<file path="src/hdl/mau_pkg.sv">
/*
 * mau_pkg: constants and carrier types for the multiply-accumulate unit.
 * assumes: 32-bit apb register bus, one clock, synchronous reset.
 */
package mau_pkg;
	// ----------------------------------------
	// datapath widths
	// ----------------------------------------
	localparam int MAU_OP_W = 18;
	localparam int MAU_PROD_W = 2 * MAU_OP_W;
	localparam int MAU_ACC_W = 52;

	// ----------------------------------------
	// register map (byte addresses)
	// ----------------------------------------
	localparam logic [7:0] MAU_CTRL_OFS = 8'h00;
	localparam logic [7:0] MAU_CE_SEL_OFS = 8'h04;
	localparam logic [7:0] MAU_RST_SEL_OFS = 8'h08;
	localparam logic [7:0] MAU_STATUS_OFS = 8'h0C;
	localparam logic [7:0] MAU_MASK_OFS = 8'h10;
	localparam logic [7:0] MAU_RESULT_OFS = 8'h14;

	// ----------------------------------------
	// control fields
	// ----------------------------------------
	localparam int MAU_CTRL_IN_EN = 0;
	localparam int MAU_CTRL_PIPE_EN = 1;
	localparam int MAU_CTRL_OUT_EN = 2;
	localparam int MAU_CTRL_MAC = 3;
	localparam int MAU_CTRL_W = 4;
	localparam logic [3:0] MAU_CTRL_RST = 4'h0;
	// two-bit source selectors: input [1:0], pipeline [3:2], output [5:4]
	localparam int MAU_SEL_IN_LSB = 0;
	localparam int MAU_SEL_PIPE_LSB = 2;
	localparam int MAU_SEL_OUT_LSB = 4;
	localparam int MAU_SEL_W = 6;
	localparam logic [5:0] MAU_SEL_RST = 6'h00;
	localparam int MAU_STAT_OVF = 0;

	// ----------------------------------------
	// carriers
	// ----------------------------------------
	typedef struct packed {
		logic sgn;
		logic sub;
		logic [MAU_OP_W-1:0] a;
		logic [MAU_OP_W-1:0] b;
	} mau_ops_t;

	typedef struct packed {
		logic sgn;
		logic sub;
		logic [MAU_PROD_W-1:0] p;
	} mau_prod_t;
endpackage : mau_pkg

</file>
<file path="src/hdl/mau_top.sv">
/*
 * mau_top: multiplier / multiply-accumulate datapath with optional
 * input, pipeline and output registers and an apb control slave.
 * assumes: fabric inputs synchronous to core_clk_in; operands already
 * widened to the native width by the supplying logic.
 */
// Decided for this implementation: the address map and the APB slave port.
`timescale 1ns/1ps
module mau_top (
	// clock and reset
	input wire logic core_clk_in,
	input wire logic reset_in,
	// apb slave
	input wire logic psel_in,
	input wire logic penable_in,
	input wire logic pwrite_in,
	input wire logic [7:0] paddr_in,
	input wire logic [31:0] pwdata_in,
	output logic [31:0] prdata_out,
	output logic pready_out,
	output logic pslverr_out,
	// operands and per-cycle controls
	input wire logic [mau_pkg::MAU_OP_W-1:0] operand_a_in,
	input wire logic [mau_pkg::MAU_OP_W-1:0] operand_b_in,
	input wire logic serial_a_in,
	input wire logic serial_b_in,
	input wire logic load_serial_in,
	input wire logic signed_in,
	input wire logic subtract_in,
	// enable and reset sources
	input wire logic clock_enable_source_a_in,
	input wire logic clock_enable_source_b_in,
	input wire logic clock_enable_source_c_in,
	input wire logic clock_enable_source_d_in,
	input wire logic reset_source_a_in,
	input wire logic reset_source_b_in,
	input wire logic reset_source_c_in,
	input wire logic reset_source_d_in,
	// results
	output logic [mau_pkg::MAU_ACC_W-1:0] result_out,
	output logic overflow_out,
	output logic irq_out
);
	localparam int W = mau_pkg::MAU_OP_W;
	localparam int PW = mau_pkg::MAU_PROD_W;
	localparam int AW = mau_pkg::MAU_ACC_W;

	// ----------------------------------------
	// source selection
	// ----------------------------------------
	logic [3:0] ce_src;
	logic [3:0] rst_src;
	logic [mau_pkg::MAU_CTRL_W-1:0] ctrl_reg, ctrl_next;
	logic [mau_pkg::MAU_SEL_W-1:0] ce_sel_reg, ce_sel_next;
	logic [mau_pkg::MAU_SEL_W-1:0] rst_sel_reg, rst_sel_next;
	logic ce_in_stage, ce_pipe_stage, ce_out_stage;
	logic rst_in_stage, rst_pipe_stage, rst_out_stage;
	logic in_en, pipe_en, out_en, mac_mode;

	assign ce_src = {clock_enable_source_d_in, clock_enable_source_c_in,
		clock_enable_source_b_in, clock_enable_source_a_in};
	assign rst_src = {reset_source_d_in, reset_source_c_in, reset_source_b_in, reset_source_a_in};
	assign in_en = ctrl_reg[mau_pkg::MAU_CTRL_IN_EN];
	assign pipe_en = ctrl_reg[mau_pkg::MAU_CTRL_PIPE_EN];
	assign out_en = ctrl_reg[mau_pkg::MAU_CTRL_OUT_EN];
	assign mac_mode = ctrl_reg[mau_pkg::MAU_CTRL_MAC];
	// one of four enables and resets per stage
	assign ce_in_stage = ce_src[ce_sel_reg[mau_pkg::MAU_SEL_IN_LSB +: 2]];
	assign ce_pipe_stage = ce_src[ce_sel_reg[mau_pkg::MAU_SEL_PIPE_LSB +: 2]];
	assign ce_out_stage = ce_src[ce_sel_reg[mau_pkg::MAU_SEL_OUT_LSB +: 2]];
	assign rst_in_stage = rst_src[rst_sel_reg[mau_pkg::MAU_SEL_IN_LSB +: 2]];
	assign rst_pipe_stage = rst_src[rst_sel_reg[mau_pkg::MAU_SEL_PIPE_LSB +: 2]];
	assign rst_out_stage = rst_src[rst_sel_reg[mau_pkg::MAU_SEL_OUT_LSB +: 2]];

	// ----------------------------------------
	// input stage
	// ----------------------------------------
	mau_pkg::mau_ops_t ops_in, in_reg, in_next, ops_s1;

	assign ops_in = '{sgn: signed_in, sub: subtract_in, a: operand_a_in, b: operand_b_in};

	always_comb begin
		in_next = in_reg;
		if (rst_in_stage) begin
			in_next = '0;
		end else if (ce_in_stage) begin
			in_next = ops_in;
			if (load_serial_in) begin
				// shift one bit per cycle, msb first
				in_next.a = {in_reg.a[W-2:0], serial_a_in};
				in_next.b = {in_reg.b[W-2:0], serial_b_in};
			end
		end
	end

	always_ff @(posedge core_clk_in) begin
		if (reset_in) begin
			in_reg <= '0;
		end else begin
			in_reg <= in_next;
		end
	end

	assign ops_s1 = in_en ? in_reg : ops_in;

	// ----------------------------------------
	// multiplier and pipeline stage
	// ----------------------------------------
	logic signed [W:0] a_ext, b_ext;
	logic signed [2*W+1:0] prod_wide;
	mau_pkg::mau_prod_t prod_s1, pipe_reg, pipe_next, pp;

	// one extra bit makes a single signed multiply serve both views
	assign a_ext = {ops_s1.sgn & ops_s1.a[W-1], ops_s1.a};
	assign b_ext = {ops_s1.sgn & ops_s1.b[W-1], ops_s1.b};
	assign prod_wide = a_ext * b_ext;
	assign prod_s1 = '{sgn: ops_s1.sgn, sub: ops_s1.sub, p: prod_wide[PW-1:0]};

	always_comb begin
		pipe_next = pipe_reg;
		if (rst_pipe_stage) begin
			pipe_next = '0;
		end else if (ce_pipe_stage) begin
			pipe_next = prod_s1;
		end
	end

	always_ff @(posedge core_clk_in) begin
		if (reset_in) begin
			pipe_reg <= '0;
		end else begin
			pipe_reg <= pipe_next;
		end
	end

	assign pp = pipe_en ? pipe_reg : prod_s1;

	// ----------------------------------------
	// accumulator / output stage
	// ----------------------------------------
	logic [AW-1:0] prod_acc, acc_sum, out_reg, out_next;
	logic out_upd, wrap, ovf_reg, ovf_next;

	assign prod_acc = {{(AW-PW){pp.sgn & pp.p[PW-1]}}, pp.p};
	assign out_upd = ce_out_stage & ~rst_out_stage;
	// modulo arithmetic, no saturation
	assign acc_sum = pp.sub ? out_reg - prod_acc : out_reg + prod_acc;

	always_comb begin
		wrap = 1'b0;
		if (pp.sgn) begin
			// like signs into add, unlike into subtract, then sign flips
			wrap = ((out_reg[AW-1] ^ prod_acc[AW-1]) == pp.sub) && (acc_sum[AW-1] != out_reg[AW-1]);
		end else if (pp.sub) begin
			wrap = acc_sum > out_reg;
		end else begin
			wrap = acc_sum < out_reg;
		end
	end

	always_comb begin
		out_next = out_reg;
		ovf_next = 1'b0;
		if (rst_out_stage) begin
			out_next = '0;
		end else if (ce_out_stage) begin
			out_next = mac_mode ? acc_sum : prod_acc;
			ovf_next = mac_mode & wrap;
		end
	end

	always_ff @(posedge core_clk_in) begin
		if (reset_in) begin
			out_reg <= '0;
			ovf_reg <= 1'b0;
		end else begin
			out_reg <= out_next;
			ovf_reg <= ovf_next;
		end
	end

	// accumulator is always registered; bypass applies to the product path
	assign result_out = (out_en | mac_mode) ? out_reg : prod_acc;
	assign overflow_out = ovf_reg;

	// ----------------------------------------
	// apb slave and interrupt
	// ----------------------------------------
	logic pready_reg, pready_next, pslverr_reg, pslverr_next;
	logic [31:0] prdata_reg, prdata_next;
	logic stat_reg, stat_next, mask_reg, mask_next, irq_reg, irq_next;
	logic acc_phase, wr_go, rd_go, hit;

	assign acc_phase = psel_in & penable_in;
	assign wr_go = acc_phase & pready_reg & pwrite_in;
	assign rd_go = acc_phase & pready_reg & ~pwrite_in;

	always_comb begin
		hit = 1'b1;
		unique case (paddr_in)
			mau_pkg::MAU_CTRL_OFS, mau_pkg::MAU_CE_SEL_OFS, mau_pkg::MAU_RST_SEL_OFS,
			mau_pkg::MAU_STATUS_OFS, mau_pkg::MAU_MASK_OFS, mau_pkg::MAU_RESULT_OFS: hit = 1'b1;
			default: hit = 1'b0;
		endcase
	end

	always_comb begin
		ctrl_next = ctrl_reg;
		ce_sel_next = ce_sel_reg;
		rst_sel_next = rst_sel_reg;
		mask_next = mask_reg;
		stat_next = stat_reg;
		prdata_next = prdata_reg;
		pready_next = acc_phase & ~pready_reg;
		pslverr_next = acc_phase & ~pready_reg & ~hit;
		if (acc_phase & ~pready_reg) begin
			prdata_next = 32'h0000_0000;
			unique case (paddr_in)
				mau_pkg::MAU_CTRL_OFS: prdata_next[mau_pkg::MAU_CTRL_W-1:0] = ctrl_reg;
				mau_pkg::MAU_CE_SEL_OFS: prdata_next[mau_pkg::MAU_SEL_W-1:0] = ce_sel_reg;
				mau_pkg::MAU_RST_SEL_OFS: prdata_next[mau_pkg::MAU_SEL_W-1:0] = rst_sel_reg;
				mau_pkg::MAU_STATUS_OFS: prdata_next[mau_pkg::MAU_STAT_OVF] = stat_reg;
				mau_pkg::MAU_MASK_OFS: prdata_next[mau_pkg::MAU_STAT_OVF] = mask_reg;
				mau_pkg::MAU_RESULT_OFS: prdata_next = out_reg[31:0];
				default: prdata_next = 32'h0000_0000;
			endcase
		end
		if (wr_go) begin
			unique case (paddr_in)
				mau_pkg::MAU_CTRL_OFS: ctrl_next = pwdata_in[mau_pkg::MAU_CTRL_W-1:0];
				mau_pkg::MAU_CE_SEL_OFS: ce_sel_next = pwdata_in[mau_pkg::MAU_SEL_W-1:0];
				mau_pkg::MAU_RST_SEL_OFS: rst_sel_next = pwdata_in[mau_pkg::MAU_SEL_W-1:0];
				mau_pkg::MAU_MASK_OFS: mask_next = pwdata_in[mau_pkg::MAU_STAT_OVF];
				default: ;
			endcase
		end
		// read clears, a new overflow wins
		if (rd_go && paddr_in == mau_pkg::MAU_STATUS_OFS) begin
			stat_next = 1'b0;
		end
		if (ovf_next) begin
			stat_next = 1'b1;
		end
		irq_next = stat_next & mask_next;
	end

	always_ff @(posedge core_clk_in) begin
		if (reset_in) begin
			ctrl_reg <= mau_pkg::MAU_CTRL_RST;
			ce_sel_reg <= mau_pkg::MAU_SEL_RST;
			rst_sel_reg <= mau_pkg::MAU_SEL_RST;
			mask_reg <= 1'b0;
			stat_reg <= 1'b0;
			irq_reg <= 1'b0;
			prdata_reg <= 32'h0000_0000;
			pready_reg <= 1'b0;
			pslverr_reg <= 1'b0;
		end else begin
			ctrl_reg <= ctrl_next;
			ce_sel_reg <= ce_sel_next;
			rst_sel_reg <= rst_sel_next;
			mask_reg <= mask_next;
			stat_reg <= stat_next;
			irq_reg <= irq_next;
			prdata_reg <= prdata_next;
			pready_reg <= pready_next;
			pslverr_reg <= pslverr_next;
		end
	end

	assign prdata_out = prdata_reg;
	assign pready_out = pready_reg;
	assign pslverr_out = pslverr_reg;
	assign irq_out = irq_reg;

	logic [AW-1:0] acc_sum_d;
	logic upd_mac_add, upd_mac_sub, upd_plain, uns_add, sgn_add;
	assign upd_mac_add = out_upd & mac_mode & ~pp.sub;
	assign upd_mac_sub = out_upd & mac_mode & pp.sub;
	assign upd_plain = out_upd & ~mac_mode & out_en;
	assign uns_add = ~pp.sgn & ~pp.sub & mac_mode;
	assign sgn_add = pp.sgn & ~pp.sub & mac_mode;
	assign acc_sum_d = acc_sum;
endmodule : mau_top

</file>
<file path="config.mk">
export PLATFORM = sky130hd
export DESIGN_NAME = mau_top
export DESIGN_NICKNAME = d
export VERILOG_FILES = /design/src/hdl/mau_pkg.sv /design/src/hdl/mau_top.sv
export SDC_FILE = /design/constraint.sdc
export NUM_CORES = 2
export LEC_CHECK = 0
export BUFFER_PORTS_ARGS = -buffer_cell sky130_fd_sc_hd__buf_2
export CORE_MARGIN = 2
export CORE_UTILIZATION = 58
export CTS_CLUSTER_DIAMETER = 200
export CTS_CLUSTER_SIZE = 16
export DETAILED_ROUTE_END_ITERATION = 8
export PLACE_DENSITY = 0.8
export SLEW_MARGIN = 20
export SYNTH_ARGS = -nofsm -noshare
export SYNTH_HDL_FRONTEND = slang
export SYNTH_SLANG_ARGS = --single-unit
</file>
<file path="constraint.sdc">
create_clock -name core_clk_in -period 11.63 [get_ports core_clk_in]
set_input_delay 0.5815 -clock core_clk_in [delete_from_list [all_inputs] [get_ports core_clk_in]]
set_output_delay 0.5815 -clock core_clk_in [all_outputs]
set_load 0.1 [all_outputs]
</file>
Yosys cells after proc, flatten, opt, wreduce, memory -nomap -nowiden:

Index checks and enable logic that the tools add are counted.

* bits in registers: 182
* input bits: 94
* output and inout bits: 88
* word-level logic and storage cells: 93

* add/sub/neg operators: 2
* multiply operators: 1
* magnitude comparators: 8
* equality and inequality tests: 7
* multiplexer cells: 31
* bitwise logic cells: 16
* reduce and logical (&&, ||, !) cells: 10

Operator list (number)
* $mux W52: 3
* $mux W38: 2
* $add A52 B52 Y52: 1
* $gt A52 B52 Y1: 1
* $lt A52 B52 Y1: 1
* $sub A52 B52 Y52: 1
* $mul A19 B19 Y36: 1
* $mux W36: 1
* $mux W26: 1
* $lt A2 B3 Y1 const B: 6
* $eq A8 B4 Y1 const B: 2
* $eq A8 B5 Y1 const B: 2
* $mux W1: 15
* $bmux W1 S2: 6
* $pmux W3 S4: 1
* $and A1 B1 Y1: 11
* $eq A8 B3 Y1 const B: 1
* $logic_not A8 Y1: 1
* $pmux W1 S6: 1
* $pmux W2 S3: 1
* $reduce_and A2 Y1: 3
* $reduce_or A2 Y1: 3
* $reduce_or A6 Y1: 1
* $not A1 Y1: 3
* 5 further kinds: 6

Depth between registers and ports, before layout:

* depth in word-level cells: 15
* depth in mapped cells: 57
* mapped depth without buffers: 53

Worst setup path before layout:

OpenSTA, ideal clock, no wires.

* path kind: flip-flop to flip-flop
* start point: register ctrl_reg[0] in the netlist's numbering
* end point: register irq_reg, in the netlist irq_out
* setup time: 0.130 ns
* data arrival time: 12.439 ns
* required time: 11.500 ns
* setup slack: -0.939 ns
* stages on the path, launching flop included: 52
* path buffers: 5
* period minus slack after synthesis: 12.569 ns
* cell sequence: dfxtp_1 clkbuf_1 clkbuf_1 buf_1 clkbuf_1 mux2i_1 nor2_1 fa_1 fa_1 inv_1 fa_1 inv_1 fa_1 fa_1 fa_1 inv_1 fa_1 inv_1 [16 not listed] a21o_1 a21o_1 a221o_1 o211ai_1 a21boi_1 mux2i_1 a2111o_1 ha_1 and4_1 nand2_1 nor3_1 nand4_1 nand3b_1 o41ai_1 mux2_2 o2bb2ai_1 a21oi_1 nor3_1

* longest elaborated chain between the ends: 15
* elaborated cells on any way between the ends: 22
* those cells by class: add/sub: 2; mul: 1; order compare: 2; eq/ne: 2; mux: 8; bitwise: 6; reduce/logical: 1

Ends and longest elaborated chain
* start: declaration: RTL line mau_top.sv:53 `logic [mau_pkg::MAU_CTRL_W-1:0] ctrl_reg, ctrl_next;`
* start signal: assignment: RTL line mau_top.sv:249 `ctrl_reg <= mau_pkg::MAU_CTRL_RST;`
* start signal: assignment: RTL line mau_top.sv:259 `ctrl_reg <= ctrl_next;`
* $mux W38 *: RTL line mau_top.sv:104 `assign ops_s1 = in_en ? in_reg : ops_in;`
* $and A1 B1 Y1, on equally long branches: RTL line mau_top.sv:114, mau_top.sv:115
* $mul A19 B19 Y36: RTL line mau_top.sv:116 `assign prod_wide = a_ext * b_ext;`
* $mux W38 *: RTL line mau_top.sv:136 `assign pp = pipe_en ? pipe_reg : prod_s1;`
* $and A1 B1 Y1: RTL line mau_top.sv:144 `assign prod_acc = {{(AW-PW){pp.sgn & pp.p[PW-1]}}, pp.p};`
* $add A52 B52 Y52 / $sub A52 B52 Y52 (equally long branches): RTL line mau_top.sv:147 `assign acc_sum = pp.sub ? out_reg - prod_acc : out_reg + prod_acc;`
* $mux W52: RTL line mau_top.sv:147
* $lt A52 B52 Y1, or another cell as far along: RTL line mau_top.sv:157 `wrap = acc_sum < out_reg;`
* $mux W1 / $logic_and A1 B1 Y1 (equally long branches): RTL line mau_top.sv:154, mau_top.sv:153
* $mux W1 *: RTL line mau_top.sv:151 `if (pp.sgn) begin`
* $and A1 B1 Y1 *: RTL line mau_top.sv:168 `ovf_next = mac_mode & wrap;`
* $mux W1 *: RTL line mau_top.sv:166 `end else if (ce_out_stage) begin`
* $mux W1 *: RTL line mau_top.sv:164 `if (rst_out_stage) begin`
* $mux W1 *: RTL line mau_top.sv:241 `if (ovf_next) begin`
* $and A1 B1 Y1 *: RTL line mau_top.sv:244 `irq_next = stat_next & mask_next;`
* end signal: assignment: RTL line mau_top.sv:264 `irq_reg <= irq_next;`
* end: declaration: RTL line mau_top.sv:191 `logic stat_reg, stat_next, mask_reg, mask_next, irq_reg, irq_next;`

Mark *: on every way between the ends. The rest lies on a longest branch, timed or not.
A chain may end at the register's enable or synchronous reset.

Final worst setup path:

Same ends and word-level chain as after synthesis.

==> flow_summary.yaml <==
layout:
  multiInputGateArea_um2: 22700
  drive_gt1_frac: 0.269
  layoutNonFillerInstCount: 4570
  diodes: 0
  synthToLayoutAreaGrowth_pct: 27.3
  layout.area.seq_um2: 3650
  design_area_um2: 34900
  largest_reg_flops: 52
  nets: 4612
  fillers: 3169
worst_setup_path:
  cpPeakStageDelay_ns: 0.54
  worstSetupEndpointType: "flip-flop"
  cpMostUsedCell: "buf_4"
  critPathTopFamily: "adder cells"
  cp_slowest_cell: "fa_1"
  critPathLaunchType: "flip-flop"
  crit_required_ns: 12.09
  crit_buf_inv: 14
  arrival_ns: 12.77
  path_max_fanout: 7
  path_class: "flip-flop to flip-flop"
global_routing:
  grt_overflow: 0
  grt_pass1_vias: 27100
  antenna_found_initial: 2
  grt_pass1_wl_mm: 139
  gr-usage-all-layers: 0.356
  grt_max_degree: 89
status:
  failed_checks: "design-rule violations, negative setup slack"
  status: "finished, violations left"
clocking:
  clkTransAtPathRegs_ns: 0.08
  clock_path_buffers: 2
  htreeDepth: 4
  root_buffer: "clkbuf_16"
  hold_buffers: 0
  cts_num_sinks: 182
  cts_tree: "built"
  insertion_delay_ns: 0.53
  numCtsBuffers: 17
placed_design:
  io_buffers: 155
  place_congestion: 1.03
  post-dp-hpwl_mm: 68.2
  dpl-instance-area_um2: 32400
  placed_cells: 4444
yosys:
  postSynthAreaPerCell_um2: 8.24
  synth-edff-count: 0
  post_synth_num_cell_types: 87
  synth_seq_cells: 182
  synth-async-reset-ratio: 0
  yosysSeqAreaShare: 0.133
  synth_fp_nets: 3991
  ys_warn_count: 0
  synth_area_um2: 27400
  syn_inst: 3329
  synthFlopType: "dfxtp_1"
detailed_routing:
  via_per_inst: 6.06
  wl_per_cell_um: 20.4
  num_vias: 27700
  final_antenna_net_count: 0
  finalWirelength_mm: 93.3
  drcViolationCount: 7
  drt_iter0_drc: 2772
  dr.pass1.iters: 9
hold_path:
  min_path_type: "input pin to flip-flop"
floorplan:
  die-width_um: 221
  start_util: 0.588
  rows: 79
  dieArea_um2: 49000
  die_h_um: 221
  num_io_pins: 182
  coreArea_um2: 46700
timing:
  fin_crit_sh: 1.06
  finalHoldViolations: 0
  holdWs_ns: 0.326
  worst_slew_pin_slew_ns: 0.982
  relSlewSlack: 0.345
  period_needed_ns: 12.32
  finalSetupViolations: 3
  fin_ws_ns: -0.686
  maxSlewViolCount: 0
  rsz0062_at_grt: "true"
  fin_worst_skew_ns: 0.0162
  fmax_mhz: 81.2
run:
  maxCapViolations: 0
[synth_stat cells, types with 21 or more instances]
cell type / number / share of area
nand4_1: 24 / 0.0055
mux2i_1: 121 / 0.044
nor2b_1: 21 / 0.0048
o21ai_0: 105 / 0.019
nand2_1: 394 / 0.054
clkbuf_1: 138 / 0.019
nand3_1: 57 / 0.010
inv_1: 443 / 0.061
mux2_2: 47 / 0.019
nand2b_1: 22 / 0.0050
nor2_1: 358 / 0.049
fa_1: 356 / 0.26
a31oi_1: 27 / 0.0062
a21oi_1: 196 / 0.036
and2_1: 25 / 0.0057
a21o_1: 81 / 0.022
a211oi_1: 106 / 0.029
xor2_1: 41 / 0.013
xnor2_1: 77 / 0.025
ha_1: 212 / 0.097
dfxtp_1: 182 / 0.13
nor3_1: 37 / 0.0068
[layout make-up]
cell class,instances,share of cell area
inverters,445,0.0480
multi-input cells,2538,0.649
repair buffers,766,0.159
clock inverters,15,0.00477
flip-flops and latches,182,0.105
clock buffers,17,0.0122
well taps,607,0.0218
[metrics by stage]
stage / setup slack [ns] / utilization / setup TNS [ns]
final: -0.686 / 0.748 / -1.92
after global routing: -0.928 / 0.748 / -2.63
after CTS: -0.311 / 0.721 / -0.795
after detailed placement: -0.713 / 0.694 / -2.03
after global placement: -0.543 / 0.694 / -1.49
after floorplan: 0.00578 / - / 0
[timing repair]
action | in CTS | in global routing
setup buffers | 43 | 53
setup endpoints to repair | 3 | 3
pin swaps | 69 | 118
resized for setup | 76 | 167
gates cloned | 0 | 1
[path summary, 6_finish.rpt]
kind	cells after the start	end	from	slack [ns]
setup / recovery	56	irq_out$_SDFF_PP0_	ctrl_reg[0]$_SDFFE_PP0P_	-0.69
hold / removal	3	in_reg[36]$_SDFFE_PP0P_	subtract_in	0.33
setup reg to reg	56	irq_out$_SDFF_PP0_	ctrl_reg[0]$_SDFFE_PP0P_	-0.69
hold reg to reg	2	prdata_out[18]$_SDFFE_PP0P_	prdata_out[18]$_SDFFE_PP0P_	0.45
[layer usage]
metal / up-vias / global-route usage / routed length (um)
li1: 12300 / - / -
met1: 13300 / 0.451 / 34900
met2: 1643 / 0.588 / 43500
met3: 466 / 0.0661 / 9110
met4: 2 / 0.172 / 5770
met5: - / 0 / 13
[cell families after synthesis]
group	synth area share
buf+inv	0.0838
mux	0.0668
compound gates	0.160
flops	0.133
xor+xnor	0.0377
simple gates	0.162
fa+ha+maj	0.357
[tightest hold or removal path, cell delays in order]
cell and delay, ns:
buf_2 0.10, mux2i_1 0.06, nor2_1 0.08
[cell usage in the layout (no fill, tap or decap), types with 41 or more instances in the layout]
cell type	n
nor2_1	342
mux2i_1	100
ha_1	191
a21o_1	81
buf_4	579
buf_2	156
nand2_1	389
dfxtp_1	179
a211oi_1	99
mux2_2	41
xnor2_1	75
inv_1	433
nand3_1	54
a21oi_1	171
o21ai_0	91
fa_1	348
Power is not shown: default switching activity piles up to over one toggle a cycle in this logic, so the estimate is an artifact.
